[src/rtl/ecc_pkg.sv]
// Constants and types for the EDAC host controller
package ecc_pkg;

  // ==========================================================================
  // APB register map (byte offsets)
  // ==========================================================================
  localparam logic [7:0] REG_CTRL     = 8'h00;
  localparam logic [7:0] REG_WDATA    = 8'h04;
  localparam logic [7:0] REG_RDATA    = 8'h08;
  localparam logic [7:0] REG_CHECK    = 8'h0C;
  localparam logic [7:0] REG_STATUS   = 8'h10;
  localparam logic [7:0] REG_INT_STAT = 8'h14;
  localparam logic [7:0] REG_INT_MASK = 8'h18;

  // CTRL fields (write-only command pulses)
  localparam int CTRL_START_WR = 0;
  localparam int CTRL_START_RD = 1;

  // STATUS fields
  localparam int STAT_BUSY = 0;
  localparam int STAT_SINGLE = 1;
  localparam int STAT_DOUBLE = 2;

  // Interrupt status and mask fields
  localparam int INT_DONE    = 0;
  localparam int INT_CORR    = 1;
  localparam int INT_UNCORR  = 2;
  localparam int INT_W       = 3;

  // ==========================================================================
  // Device mode select codes, {first select, second select}
  // ==========================================================================
  localparam logic [1:0] MODE_WRITE   = 2'h0;
  localparam logic [1:0] MODE_READ    = 2'h1;
  localparam logic [1:0] MODE_LATCH   = 2'h3;
  localparam logic [1:0] MODE_CORRECT = 2'h2;

  // ==========================================================================
  // Timing
  // ==========================================================================
  localparam int CLK_PERIOD_NS = 100;
  localparam int T_SETTLE_NS   = 200;
  localparam int SETTLE_CYC    =
    (T_SETTLE_NS + CLK_PERIOD_NS - 1) / CLK_PERIOD_NS;

  localparam int DATA_W  = 16;
  localparam int CHECK_W = 6;

  // ==========================================================================
  // Sequencer states, Gray coded along idle-read-latch-correct
  // ==========================================================================
  typedef enum logic [2:0] {
    ST_IDLE    = 3'h0,
    ST_READ    = 3'h1,
    ST_LATCH   = 3'h3,
    ST_CORRECT = 3'h2,
    ST_WRITE   = 3'h4
  } ecc_state_t;

endpackage

[src/rtl/ecc_host.sv]
// EDAC host controller: APB registers driving the EDAC device pins
//
// Contract
// - Write mode: host drives data, device drives check bits, flags low.
// - Read mode takes memory word; host latches before testing flags.
// - Correct mode: device drives corrected data and 6-bit syndrome.
// - Single check-bit error: host still runs the correction cycle.
`timescale 1ns/10ps

module ecc_host
  import ecc_pkg::*;
#(
  parameter logic [3:0] SETTLE = 4'(ecc_pkg::SETTLE_CYC)
) (
  input  wire logic                         ref_clk,
  input  wire logic                         rst_n,
  input  wire logic                         psel,
  input  wire logic                         penable,
  input  wire logic                         pwrite,
  input  wire logic [7:0]                   paddr,
  input  wire logic [31:0]                  pwdata,
  output logic      [31:0]                  prdata,
  output logic                              pready,
  output logic                              pslverr,
  output logic      [1:0]                   mode_select,
  input  wire logic [ecc_pkg::DATA_W-1:0]   data_in,
  output logic      [ecc_pkg::DATA_W-1:0]   data_out,
  output logic                              data_oe,
  input  wire logic [ecc_pkg::CHECK_W-1:0]  check_in,
  input  wire logic                         single_error_flag,
  input  wire logic                         double_error_flag,
  output logic                              irq
);

  import ecc_pkg::*;

  // ==========================================================================
  // State
  // ==========================================================================
  typedef struct packed {
    ecc_state_t          st;
    logic [3:0]          cnt;
    logic [1:0]          mode;
    logic [DATA_W-1:0]   dout;
    logic                doe;
    logic [DATA_W-1:0]   wdata;
    logic [DATA_W-1:0]   rdata;
    logic [CHECK_W-1:0]  check;
    logic                sgl_err;
    logic                dbl_err;
    logic [INT_W-1:0]    ist;
    logic [INT_W-1:0]    imask;
  } ecc_host_t;

  localparam ecc_host_t RESET_Q = '{
    st:    ST_IDLE,
    cnt:   4'h0,
    mode:  MODE_READ,
    dout:  16'h0000,
    doe:   1'b0,
    wdata: 16'h0000,
    rdata: 16'h0000,
    check: 6'h00,
    sgl_err: 1'b0,
    dbl_err: 1'b0,
    ist:   3'h0,
    imask: 3'h0
  };

  logic [1:0] rst_sync_q;
  logic       rst_s_n;
  ecc_host_t  q;
  ecc_host_t  d;

  // ==========================================================================
  // Reset release
  // ==========================================================================
  always_ff @(posedge ref_clk or negedge rst_n) begin
    if (!rst_n) begin
      rst_sync_q <= 2'h0;
    end else begin
      rst_sync_q <= {rst_sync_q[0], 1'b1};
    end
  end

  assign rst_s_n = rst_sync_q[1];

  // ==========================================================================
  // APB decode
  // ==========================================================================
  function automatic logic addr_known(input logic [7:0] a);
    addr_known = (a == REG_CTRL) || (a == REG_WDATA) || (a == REG_RDATA) ||
                 (a == REG_CHECK) || (a == REG_STATUS) ||
                 (a == REG_INT_STAT) || (a == REG_INT_MASK);
  endfunction

  logic apb_acc;
  logic apb_wr;
  logic settle_done;

  assign apb_acc     = psel && penable;
  assign apb_wr      = apb_acc && pwrite && addr_known(paddr);
  assign pready      = 1'b1;
  assign pslverr     = apb_acc && !addr_known(paddr);
  assign settle_done = (q.cnt == 4'h0);

  always_comb begin
    prdata = 32'h0000_0000;
    if (apb_acc && !pwrite) begin
      unique case (paddr)
        REG_WDATA:    prdata = {16'h0000, q.wdata};
        REG_RDATA:    prdata = {16'h0000, q.rdata};
        REG_CHECK:    prdata = {26'h0000000, q.check};
        REG_STATUS:   prdata = {29'h00000000, q.dbl_err, q.sgl_err,
                                (q.st != ST_IDLE)};
        REG_INT_STAT: prdata = {29'h00000000, q.ist};
        REG_INT_MASK: prdata = {29'h00000000, q.imask};
        default:      prdata = 32'h0000_0000;
      endcase
    end
  end

  // ==========================================================================
  // Sequencer and registers
  // ==========================================================================
  logic [INT_W-1:0] evt;

  always_comb begin
    d   = q;
    evt = 3'h0;
    if (q.cnt != 4'h0) begin
      d.cnt = q.cnt - 4'h1;
    end
    if (apb_wr && (paddr == REG_WDATA)) begin
      d.wdata = pwdata[DATA_W-1:0];
    end
    if (apb_wr && (paddr == REG_INT_MASK)) begin
      d.imask = pwdata[INT_W-1:0];
    end
    unique case (q.st)
      ST_IDLE: begin
        if (apb_wr && (paddr == REG_CTRL) && pwdata[CTRL_START_WR]) begin
          d.st   = ST_WRITE;
          d.mode = MODE_WRITE;
          d.dout = q.wdata;
          d.doe  = 1'b1;
          d.cnt  = SETTLE - 4'h1;
        end else if (apb_wr && (paddr == REG_CTRL) &&
                     pwdata[CTRL_START_RD]) begin
          d.st   = ST_READ;
          d.mode = MODE_READ;
          d.cnt  = SETTLE - 4'h1;
        end
      end
      ST_WRITE: begin
        if (settle_done) begin
          d.check = check_in;
          d.sgl_err = 1'b0;
          d.dbl_err = 1'b0;
          d.doe   = 1'b0;
          d.mode  = MODE_READ;
          d.st    = ST_IDLE;
          evt[INT_DONE] = 1'b1;
        end
      end
      ST_READ: begin
        if (settle_done) begin
          d.rdata = data_in;
          d.check = check_in;
          d.mode  = MODE_LATCH;
          d.st    = ST_LATCH;
          d.cnt   = SETTLE - 4'h1;
        end
      end
      ST_LATCH: begin
        if (settle_done) begin
          d.sgl_err = single_error_flag;
          d.dbl_err = double_error_flag;
          if (double_error_flag) begin
            d.mode = MODE_READ;
            d.st   = ST_IDLE;
            evt[INT_UNCORR] = 1'b1;
            evt[INT_DONE]   = 1'b1;
          end else if (single_error_flag) begin
            d.mode = MODE_CORRECT;
            d.st   = ST_CORRECT;
            d.cnt  = SETTLE - 4'h1;
          end else begin
            d.mode = MODE_READ;
            d.st   = ST_IDLE;
            evt[INT_DONE] = 1'b1;
          end
        end
      end
      ST_CORRECT: begin
        if (settle_done) begin
          d.rdata = data_in;
          d.check = check_in;
          d.mode  = MODE_READ;
          d.st    = ST_IDLE;
          evt[INT_CORR] = 1'b1;
          evt[INT_DONE] = 1'b1;
        end
      end
    endcase
    // Sticky interrupt bits; a new event wins over a write-one clear
    if (apb_wr && (paddr == REG_INT_STAT)) begin
      d.ist = (q.ist & ~pwdata[INT_W-1:0]) | evt;
    end else begin
      d.ist = q.ist | evt;
    end
  end

  always_ff @(posedge ref_clk or negedge rst_s_n) begin
    if (!rst_s_n) begin
      q <= RESET_Q;
    end else begin
      q <= d;
    end
  end

  assign mode_select = q.mode;
  assign data_out    = q.dout;
  assign data_oe     = q.doe;
  assign irq         = |(q.ist & q.imask);
endmodule // ecc_host

[config.mk]
export PLATFORM = sky130hd
export DESIGN_NAME = ecc_host
export DESIGN_NICKNAME = d
export VERILOG_FILES = /design/src/rtl/ecc_pkg.sv /design/src/rtl/ecc_host.sv
export SDC_FILE = /design/constraint.sdc
export NUM_CORES = 1
export LEC_CHECK = 0
export BUFFER_PORTS_ARGS = -buffer_cell sky130_fd_sc_hd__buf_2
export CORE_ASPECT_RATIO = 0.75
export CORE_MARGIN = 8
export CORE_UTILIZATION = 46
export DETAILED_ROUTE_END_ITERATION = 8
export GPL_TIMING_DRIVEN = 0
export PLACE_DENSITY_LB_ADDON = 0.05
export SYNTH_ARGS = -nofsm -noshare
export SYNTH_HDL_FRONTEND = slang
export SYNTH_SLANG_ARGS = --single-unit
[constraint.sdc]
create_clock -name ref_clk -period 2.7 [get_ports ref_clk]
set_input_delay 0.81 -clock ref_clk [delete_from_list [all_inputs] [get_ports ref_clk]]
set_output_delay 0.81 -clock ref_clk [all_outputs]
set_load 0.1 [all_outputs]
==> results of run 1 <==
sequential cells by signal (all words and copies together), names as in the netlist:
signal and count:
rst_sync_q 2, mode_select 1, data_oe 1, q 53, data_out 16
Yosys cell counts, types with 2 or more instances:
| cell type | number | area share |
|---|---|---|
| buf_2 | 3 | 0.0039 |
| mux2_2 | 50 | 0.15 |
| o21a_1 | 3 | 0.0059 |
| a21oi_1 | 6 | 0.0078 |
| a21boi_0 | 3 | 0.0059 |
| mux2i_1 | 6 | 0.016 |
| dfrtp_1 | 72 | 0.47 |
| o211ai_1 | 2 | 0.0039 |
| nand2b_1 | 4 | 0.0065 |
| buf_4 | 36 | 0.070 |
| nand4_1 | 3 | 0.0049 |
| nor2b_1 | 3 | 0.0049 |
| a221oi_1 | 3 | 0.0068 |
| mux2_4 | 10 | 0.039 |
| conb_1 | 2 | 0.0020 |
| nor3_1 | 7 | 0.0091 |
| or3_1 | 3 | 0.0049 |
| and3_1 | 3 | 0.0049 |
| nor3_2 | 3 | 0.0078 |
| nor2_1 | 26 | 0.025 |
| nand3_1 | 9 | 0.012 |
| o21ai_0 | 7 | 0.0091 |
| and4_1 | 2 | 0.0046 |
| nand2_1 | 13 | 0.013 |
| a22oi_1 | 13 | 0.025 |
| or2_2 | 2 | 0.0033 |
| ha_1 | 2 | 0.0065 |
| clkbuf_1 | 8 | 0.0078 |
| a22o_1 | 2 | 0.0046 |
| inv_1 | 6 | 0.0059 |
cells by family after synthesis:
family	after synthesis	share of synthesized area
DFF	73	0.4753
adders and majority gates	2	0.006505
muxes	66	0.2010
xor gates and xnor gates	1	0.002278
other	2	0.001953
and+or+nand+nor	87	0.1249
AOI/OAI and AO/OA	50	0.09532
buffers and inverters	56	0.09271
final cells by class:
type	count	area share
multi-input combinational	224	0.3623
clock buffer	11	0.02580
clock inverter	5	0.006849
inverter	7	0.004795
sequential	73	0.3342
buffer	48	0.06735
timing repair buffer	109	0.1740
tap	108	0.02466
metrics by stage:
stage	total power, mW	setup slack [ns]
finish	2.698	-0.4815
detailed placement	1.889	-0.8641
CTS	2.711	-0.4660
global placement	1.872	-0.8775
floorplan	1.749	-0.4895
global route	2.853	-0.5261
worst reg2reg max path, cell delays in order, from the launching register on:
cell and delay (ns):
dfrtp_1 0.41, inv_1 0.08, ha_1 0.20, nor3b_2 0.32, clkinv_1 0.33, nor2_4 0.34
buf_4 0.26, mux2_2 0.35
repair_timing:
action                                  CTS  global route
gates cloned                              1             0
pin swaps                                 9             6
endpoints found under the setup margin   17            17
resized for setup                        95            16
setup buffers                            14             6
power groups by stage:
stage	combinational [mW]	clock (mW)	sequential, mW
3_3_place_gp	0.583	0	1.29
5_1_grt	0.725	0.851	1.28
2_1_floorplan	0.477	0	1.27
6_report	0.650	0.788	1.26
4_1_cts	0.641	0.811	1.26
3_5_place_dp	0.610	0	1.28
cells in the final DEF (no fill, tap or decap), types with 3 or more instances in the layout:
master	n
a22oi_1	7
inv_1	6
nor2_4	15
nand2_1	13
mux2_2	50
nand3_1	7
a21oi_1	5
nand4_1	3
mux2_4	10
o21ai_0	6
mux2i_1	6
nor3_1	6
nor3_4	4
nor2_1	10
buf_2	66
conb_1	18
buf_6	10
dfrtp_1	71
a22oi_2	6
buf_8	3
buf_12	18
clkbuf_1	5
nand2b_1	4
buf_4	51
clkbuf_8	13
and3_1	3
worst paths after layout:
path	startpoint	endpoint	cells past startpoint
worst min-delay path	rst_n	rst_sync_q[1]	1
worst max register to register	q[65]	q[22]	7
max in group asynchronous	rst_sync_q[1]	q[67]	1
worst min register to register	rst_sync_q[1]	q[12]	0
worst max-delay path	paddr[1]	prdata[1]	10
min in group ref_clk	rst_sync_q[0]	rst_sync_q[1]	0
layer usage:
metal / part of all wire / vias up
met3: 0.062 / 15
met2: 0.49 / 106
met1: 0.43 / 1493
li1: - / 1434
met5: 0 / -
met4: 0.019 / 0
==> results_dict.tcl, run 1 <==
set metrics [dict create \
    outcome "complete, but fails checks" \
    violations "setup timing" \
    cp_max_fo 5 \
    combPwrFrac 0.241 \
    startpoint_type "primary input" \
    fillers 635 \
    endpoint_kind "output port" \
    ys_async_sr_fraction 1.000 \
    tritoncts "yes" \
    fin_ws_ns -0.4815 \
    max_stage_delay_ns 0.22 \
    crit_arrival_ns 2.37 \
    p_leak_nw 2.685 \
    final_util 0.6624 \
    coreArea_sq_um 8273 \
    hold_ws_ns 0.2172 \
    drt_iter0_drc 204 \
    grt_busiest_layer "met2" \
    grt_setup_unrepaired "yes" \
    finalMaxSlewViolations 0 \
    holdBufCountCts 0 \
    ff2ff_setup_slack_ns 0.31 \
    dr_total_vias 3048 \
    grt_overflow 0 \
    dp_hpwl_um 7229 \
    nets 543 \
    p_per_area_nw_per_um2 492.4 \
    seq_power_share 0.467 \
    insertedDiodeCount 0 \
    power.internal_mw 1.805 \
    critical_path.top_delay_family "buffers and inverters" \
    route.detailed.drc 0 \
    p_switching_mw 0.8933 \
    ioPinCount 123 \
    dp_cells 549 \
    portBuffers 87 \
    die-area_sq_um 11570 \
    ant_nets 0 \
    synth_edf_count 0 \
    cts_max_level 3 \
    grtUsageMet1 0.2352 \
    cts.sinks 73 \
    setup_viol 16 \
    die_h_um 95.19 \
    hold_viol_final 0 \
    ys_warn_count 0 \
    ys_seq_area_frac 0.4753 \
    clockRootBuffer "clkbuf_8" \
    clkLatencyLatePin_ns 0.36 \
    skew_ns 0.01286 \
    crit_slowest_cell "o32a_1" \
    fin_cells 585 \
    grt_use_total 0.1816 \
    period_minus_slack_ns 3.181 \
    ir_drop_mv 0.4182 \
    fmax_ghz 0.3143 \
    synth_cells 337 \
    stdcell_area_sq_um 5480 \
    tightest_slew_ns 0.6247 \
    clkSlewWorstSetupHoldPaths_ns 0.08 \
    gp_congestion 0.8443 \
    synth_ff_type "dfrtp_1" \
    rows 29 \
    drt_first_pass_iters 4 \
    multiInputGateArea_sq_um 1986 \
    crit_type "in2out" \
    viasPerCell 5.210 \
    finalCritPeriodShare 1.178 \
    grt_pass1_wl_um 16300 \
    ys_ff_latch 73 \
    swShare 0.3310 \
    hp-class "in2async" \
    clock_path_buffers 2 \
    relSlewSlack 0.5803 \
    gr-usage-met3 0.04911 \
    cp.required_ns 1.89 \
    initial_core_util 0.4649 \
    wl_per_cell_um 17.83 \
    die_w_um 121.6 \
    syn_to_final_growth_pct 42.49 \
    finalSetupTns_ns -6.687 \
    clkPwrFrac 0.292 \
    synthDistinctLibCells 55 \
    cts_made_buffers 9 \
    routed_wl_um 10430 \
    postPlaceCellArea_sq_um 4700 \
    antenna_found_initial 0 \
    grt_pass1_vias 3138 \
    cp_num_buf_inv 6 \
    crit_chain "buf_8 > buf_4 > buf_6 > nor3_4 > buf_4 > buf_6 > nand3_4 > o32a_1 > a21boi_4 > buf_12" \
    final_layout_size_suffix_gt1_frac 0.5828 \
    ff_latch_area_sq_um 1832 \
    grt_max_degree 50 \
    met2_usage 0.2944 \
    netlist_area_sq_um 3846 \
    synth_area_per_cell_sq_um 11.41 \
    cap_violations 0 \
]
No activity file was read; power rests on OpenSTA's default activity.
==> run 2, diff against run 1 <==
--- a/config.mk
+++ b/config.mk
@@ -8,7 +8,7 @@
 export BUFFER_PORTS_ARGS = -buffer_cell sky130_fd_sc_hd__buf_2
 export CORE_ASPECT_RATIO = 0.75
 export CORE_MARGIN = 8
-export CORE_UTILIZATION = 46
+export CORE_UTILIZATION = 50
 export DETAILED_ROUTE_END_ITERATION = 8
 export GPL_TIMING_DRIVEN = 0
 export PLACE_DENSITY_LB_ADDON = 0.05
==> constraint.sdc (replaced) <==
create_clock -name ref_clk -period 3.3 [get_ports ref_clk]
set_input_delay 0.99 -clock ref_clk [delete_from_list [all_inputs] [get_ports ref_clk]]
set_output_delay 0.99 -clock ref_clk [all_outputs]
set_load 0.1 [all_outputs]
==> results_dict.tcl, run 2 (same netlist as run 1, synthesis figures left out) <==
set metrics [dict create \
    cts.sinks 73 \
    viasPerCell 5.188 \
    cp.required_ns 2.31 \
    endpoint_kind "output port" \
    startpoint_type "primary input" \
    clkLatencyLatePin_ns 0.34 \
    dp_hpwl_um 7245 \
    tightest_slew_ns 0.9097 \
    finalSetupTns_ns -1.850 \
    finalMaxSlewViolations 0 \
    routed_wl_um 9884 \
    largest_reg_flops 53 \
    finalCritPeriodShare 1.058 \
    grtUsageMet1 0.2517 \
    grt_setup_unrepaired "yes" \
    cts_made_buffers 9 \
    insertedDiodeCount 0 \
    period_minus_slack_ns 3.490 \
    fmax_ghz 0.2865 \
    multiInputGateArea_sq_um 1934 \
    grt_use_total 0.1845 \
    final_layout_size_suffix_gt1_frac 0.5625 \
    hold_depth 0 \
    final_util 0.7044 \
    grt_pass1_vias 2961 \
    p_per_area_nw_per_um2 418.0 \
    drt_iter0_drc 109 \
    antenna_found_initial 0 \
    cp_max_fo 5 \
    met2_usage 0.2672 \
    nets 530 \
    postPlaceCellArea_sq_um 4611 \
    p_leak_nw 2.575 \
    tritoncts "yes" \
    drt_first_pass_iters 4 \
    cts_max_level 3 \
    crit_type "in2out" \
    finalPower_mw 2.178 \
    fin_ws_ns -0.1902 \
    hp-class "reg2reg" \
    clkSlewWorstSetupHoldPaths_ns 0.07 \
    syn_to_final_growth_pct 35.49 \
    dr_total_vias 2931 \
    skew_ns 0.006261 \
    violations "setup timing" \
    top_register "q" \
    outcome "complete, but fails checks" \
    stdcell_area_sq_um 5211 \
    ff2ff_setup_slack_ns 0.89 \
    dp_slack_ns -0.5692 \
    setup_viol 11 \
    die_w_um 117.3 \
    clockRootBuffer "clkbuf_8" \
    grt_pass1_wl_um 15300 \
    worstSetupStartpoint "paddr[6]" \
    crit_arrival_ns 2.50 \
    gp_congestion 0.9019 \
    clock_path_buffers 2 \
    ff_latch_area_sq_um 1832 \
    gr-usage-met3 0.06418 \
    initial_core_util 0.5199 \
    route.detailed.drc 0 \
    r2r-start "q[65]" \
    grt_overflow 0 \
    final_common_cell "dfrtp_1" \
    die_h_um 91.96 \
    hold_viol_final 0 \
    coreArea_sq_um 7398 \
    r2r-end "q[23]" \
    holdBufCountCts 0 \
    relSlewSlack 0.3936 \
    ioPinCount 123 \
    cap_violations 0 \
    wl_per_cell_um 17.49 \
    rr_worst_depth 7 \
    grt_max_degree 72 \
    fillers 549 \
    mostFrequentLayoutCells "dfrtp_1, buf_2, mux2_2" \
    die-area_sq_um 10780 \
    rows 27 \
    grt_busiest_layer "met2" \
    ir_drop_mv 0.3204 \
    ant_nets 0 \
    portBuffers 87 \
    endpoint "prdata[13]" \
]
==> run 2: changes by cell type in the layout (fill, tap and decap cells not counted), moves of 2 or more <==
cell     previous run  this run
buf_2              66        70
buf_12             18        13
nor2_4             15        12
o21a_1              1         3
a22oi_2             6        10
buf_6              10         4
a22oi_1             7         3
nor2_2              2         4
buf_4              51        48
==> run 2: worst max-delay path, cell delays in order <==
cell       delay (ns)
buf_8            0.10
or3_4            0.42
nor3_4           0.26
o2111ai_4        0.20
clkbuf_16        0.23
nor2_4           0.11
buf_12           0.18
==> run 2: worst min path at each step <==
stage / endpoint / start
final: rst_sync_q[1] / rst_sync_q[0]
after global routing: rst_sync_q[1] / rst_sync_q[0]
after CTS: rst_sync_q[1] / rst_sync_q[0]
after detailed placement: rst_sync_q[1] / rst_sync_q[0]
after global placement: rst_sync_q[1] / rst_sync_q[0]
after floorplan: rst_sync_q[1] / rst_sync_q[0]
==> run 2: layout make-up <==
class / instances / share of cell area
inverters: 7 / 0.005042
plain buffers: 49 / 0.06843
repair buffers: 95 / 0.1453
flip-flops and latches: 73 / 0.3515
clock inverters: 5 / 0.007203
clock buffers: 11 / 0.02713
well taps: 101 / 0.02425
multi-input cells: 224 / 0.3712
==> run 2: power breakdown <==
| part | internal [mW] | switching [mW] |
|---|---|---|
| clock network | 0.297 | 0.336 |
| registers | 0.970 | 0.0770 |
| logic | 0.191 | 0.308 |
| total | 1.46 | 0.720 |
==> run 2: stage by stage <==
stage	cells	hold slack [ns]
2_1_floorplan	353	0.3312
3_3_place_gp	541	0.3406
3_5_place_dp	541	0.3373
4_1_cts	562	0.3645
5_1_grt	565	0.3684
6_report	565	0.3609
==> run 2: per-layer routing <==
layer / wire length (um) / up-vias / part of all wire
met5: 0 / - / 0
met1: 4445 / 1409 / 0.45
li1: - / 1407 / -
met4: 108 / 0 / 0.011
met3: 962 / 9 / 0.097
met2: 4368 / 106 / 0.44
==> run 2: timing repair <==
action	CTS	global route
buffers inserted	4	2
cloned	1	1
pin swaps	23	16
endpoints found under the setup margin	17	16
gates resized for setup	82	11
==> run 3, diff against run 2 <==
--- a/config.mk
+++ b/config.mk
@@ -11,7 +11,7 @@
 export CORE_UTILIZATION = 50
 export DETAILED_ROUTE_END_ITERATION = 8
 export GPL_TIMING_DRIVEN = 0
-export PLACE_DENSITY_LB_ADDON = 0.05
+export PLACE_DENSITY = 0.79
 export SYNTH_ARGS = -nofsm -noshare
 export SYNTH_HDL_FRONTEND = slang
 export SYNTH_SLANG_ARGS = --single-unit
==> results_dict.tcl, run 3 (same netlist as run 1, synthesis figures left out) <==
set metrics [dict create \
    fin_cells 568 \
    tightest_slew_ns 0.8980 \
    skew_ns 0.009864 \
    period_minus_slack_ns 3.475 \
    mostFrequentLayoutCells "buf_2, dfrtp_1, buf_4" \
    clockRootBuffer "clkbuf_8" \
    relSlewSlack 0.4013 \
    grt_max_degree 72 \
    violations "setup timing" \
    finalCritPeriodShare 1.053 \
    antenna_found_initial 0 \
    final_layout_size_suffix_gt1_frac 0.5675 \
    wl_per_cell_um 18.43 \
    p_per_area_nw_per_um2 415.8 \
    final_util 0.7083 \
    startpoint_type "primary input" \
    clock_path_buffers 2 \
    crit_arrival_ns 2.48 \
    dp_cells 541 \
    cp_max_fo 2 \
    initial_core_util 0.5199 \
    drt_first_pass_iters 4 \
    hold_viol_final 0 \
    grt_pass1_wl_um 15980 \
    clkSlewWorstSetupHoldPaths_ns 0.07 \
    fmax_ghz 0.2878 \
    setup_viol 11 \
    drt_iter0_drc 165 \
    syn_to_final_growth_pct 36.24 \
    grt_setup_unrepaired "yes" \
    ant_nets 0 \
    finalMaxSlewViolations 0 \
    fin_ws_ns -0.1750 \
    dp_hpwl_um 7419 \
    r2r-start "q[65]" \
    grt_pass1_vias 3051 \
    crit_type "in2out" \
    stdcell_area_sq_um 5240 \
    postPlaceCellArea_sq_um 4611 \
    ir_drop_mv 0.2437 \
    dp_slack_ns -0.5879 \
    crit_slowest_cell "or4b_4" \
    gp_congestion 0.8708 \
    p_leak_nw 2.583 \
    holdBufCountCts 0 \
    grt_use_total 0.1921 \
    dr_total_vias 3030 \
    die_w_um 117.3 \
    grt_overflow 0 \
    cp_num_buf_inv 4 \
    rows 27 \
    ioPinCount 123 \
    cts.sinks 73 \
    min_from "rst_sync_q[0]" \
    outcome "complete, but fails checks" \
    max_stage_delay_ns 0.56 \
    clkLatencyLatePin_ns 0.35 \
    insertedDiodeCount 0 \
    crit_chain "buf_8 > or4b_4 > buf_4 > buf_6 > nor2_4 > o21ai_4 > a21boi_4 > buf_12" \
    cts_max_level 3 \
    die-area_sq_um 10780 \
    portBuffers 87 \
    tritoncts "yes" \
    largest_reg_flops 53 \
    coreArea_sq_um 7398 \
    route.detailed.drc 0 \
    hp-class "reg2reg" \
    die_h_um 91.96 \
    viasPerCell 5.335 \
    cap_violations 0 \
    endpoint_kind "output port" \
    critical_path.top_delay_family "simple AND/OR/NAND/NOR gates" \
    top_register "q" \
    cts_made_buffers 9 \
    ff2ff_setup_slack_ns 0.87 \
    worstSetupStartpoint "paddr[3]" \
    routed_wl_um 10470 \
    cp.required_ns 2.31 \
    nets 533 \
]
-- run 3: changes by cell type in the layout (fill, tap and decap cells not counted), sizes merged --
cell	change
clkinv	+2
clkbuf	-2
buf	+4
inv	-1
-- run 3: cell type report --
type	instances	area (sq um)
fill	516	2158
multi-input combinational	224	1961
sequential	73	1832
timing repair buffer	98	769.5
buffer	49	355.3
clock buffer	10	127.6
tap	101	126.4
clock inverter	6	42.54
inverter	7	26.28
-- run 3: path summary, 6_finish.rpt --
kind | to | cells past startpoint
min in group asynchronous | rst_sync_q[0] | 1
worst max-delay path | prdata[1] | 8
max in group asynchronous | q[68] | 0
worst min register to register | rst_sync_q[1] | 0
worst max register to register | q[28] | 7
worst min-delay path | rst_sync_q[1] | 0
-- run 3: repair_timing --
item	CTS	global route
pin swaps	24	9
gates resized for setup	82	18
endpoints found under the setup margin	17	16
cloned	1	0
hold endpoints to repair	0	0
buffers inserted	5	5
-- run 3: stage by stage --
| stage | hold slack (ns) | TNS (ns) | total power, mW |
|---|---|---|---|
| 6_report | 0.3573 | -1.460 | 2.179 |
| 4_1_cts | 0.3615 | -1.875 | 2.165 |
| 2_1_floorplan | 0.3312 | -3.599 | 1.427 |
| 5_1_grt | 0.3700 | -2.084 | 2.275 |
| 3_5_place_dp | 0.3412 | -7.830 | 1.540 |
| 3_3_place_gp | 0.3392 | -7.353 | 1.520 |
-- run 3: power breakdown --
| group | switching [mW] | total, mW | internal [mW] |
|---|---|---|---|
| sequential | 0.0754 | 1.05 | 0.970 |
| combinational | 0.313 | 0.506 | 0.193 |
| clock | 0.353 | 0.627 | 0.274 |
-- run 3: metal layers --
metal  track usage  wire length (um)
met1        0.2607              4544
met2        0.2928              4946
met3       0.04322               811
met4       0.07014               165
met5             0                 0
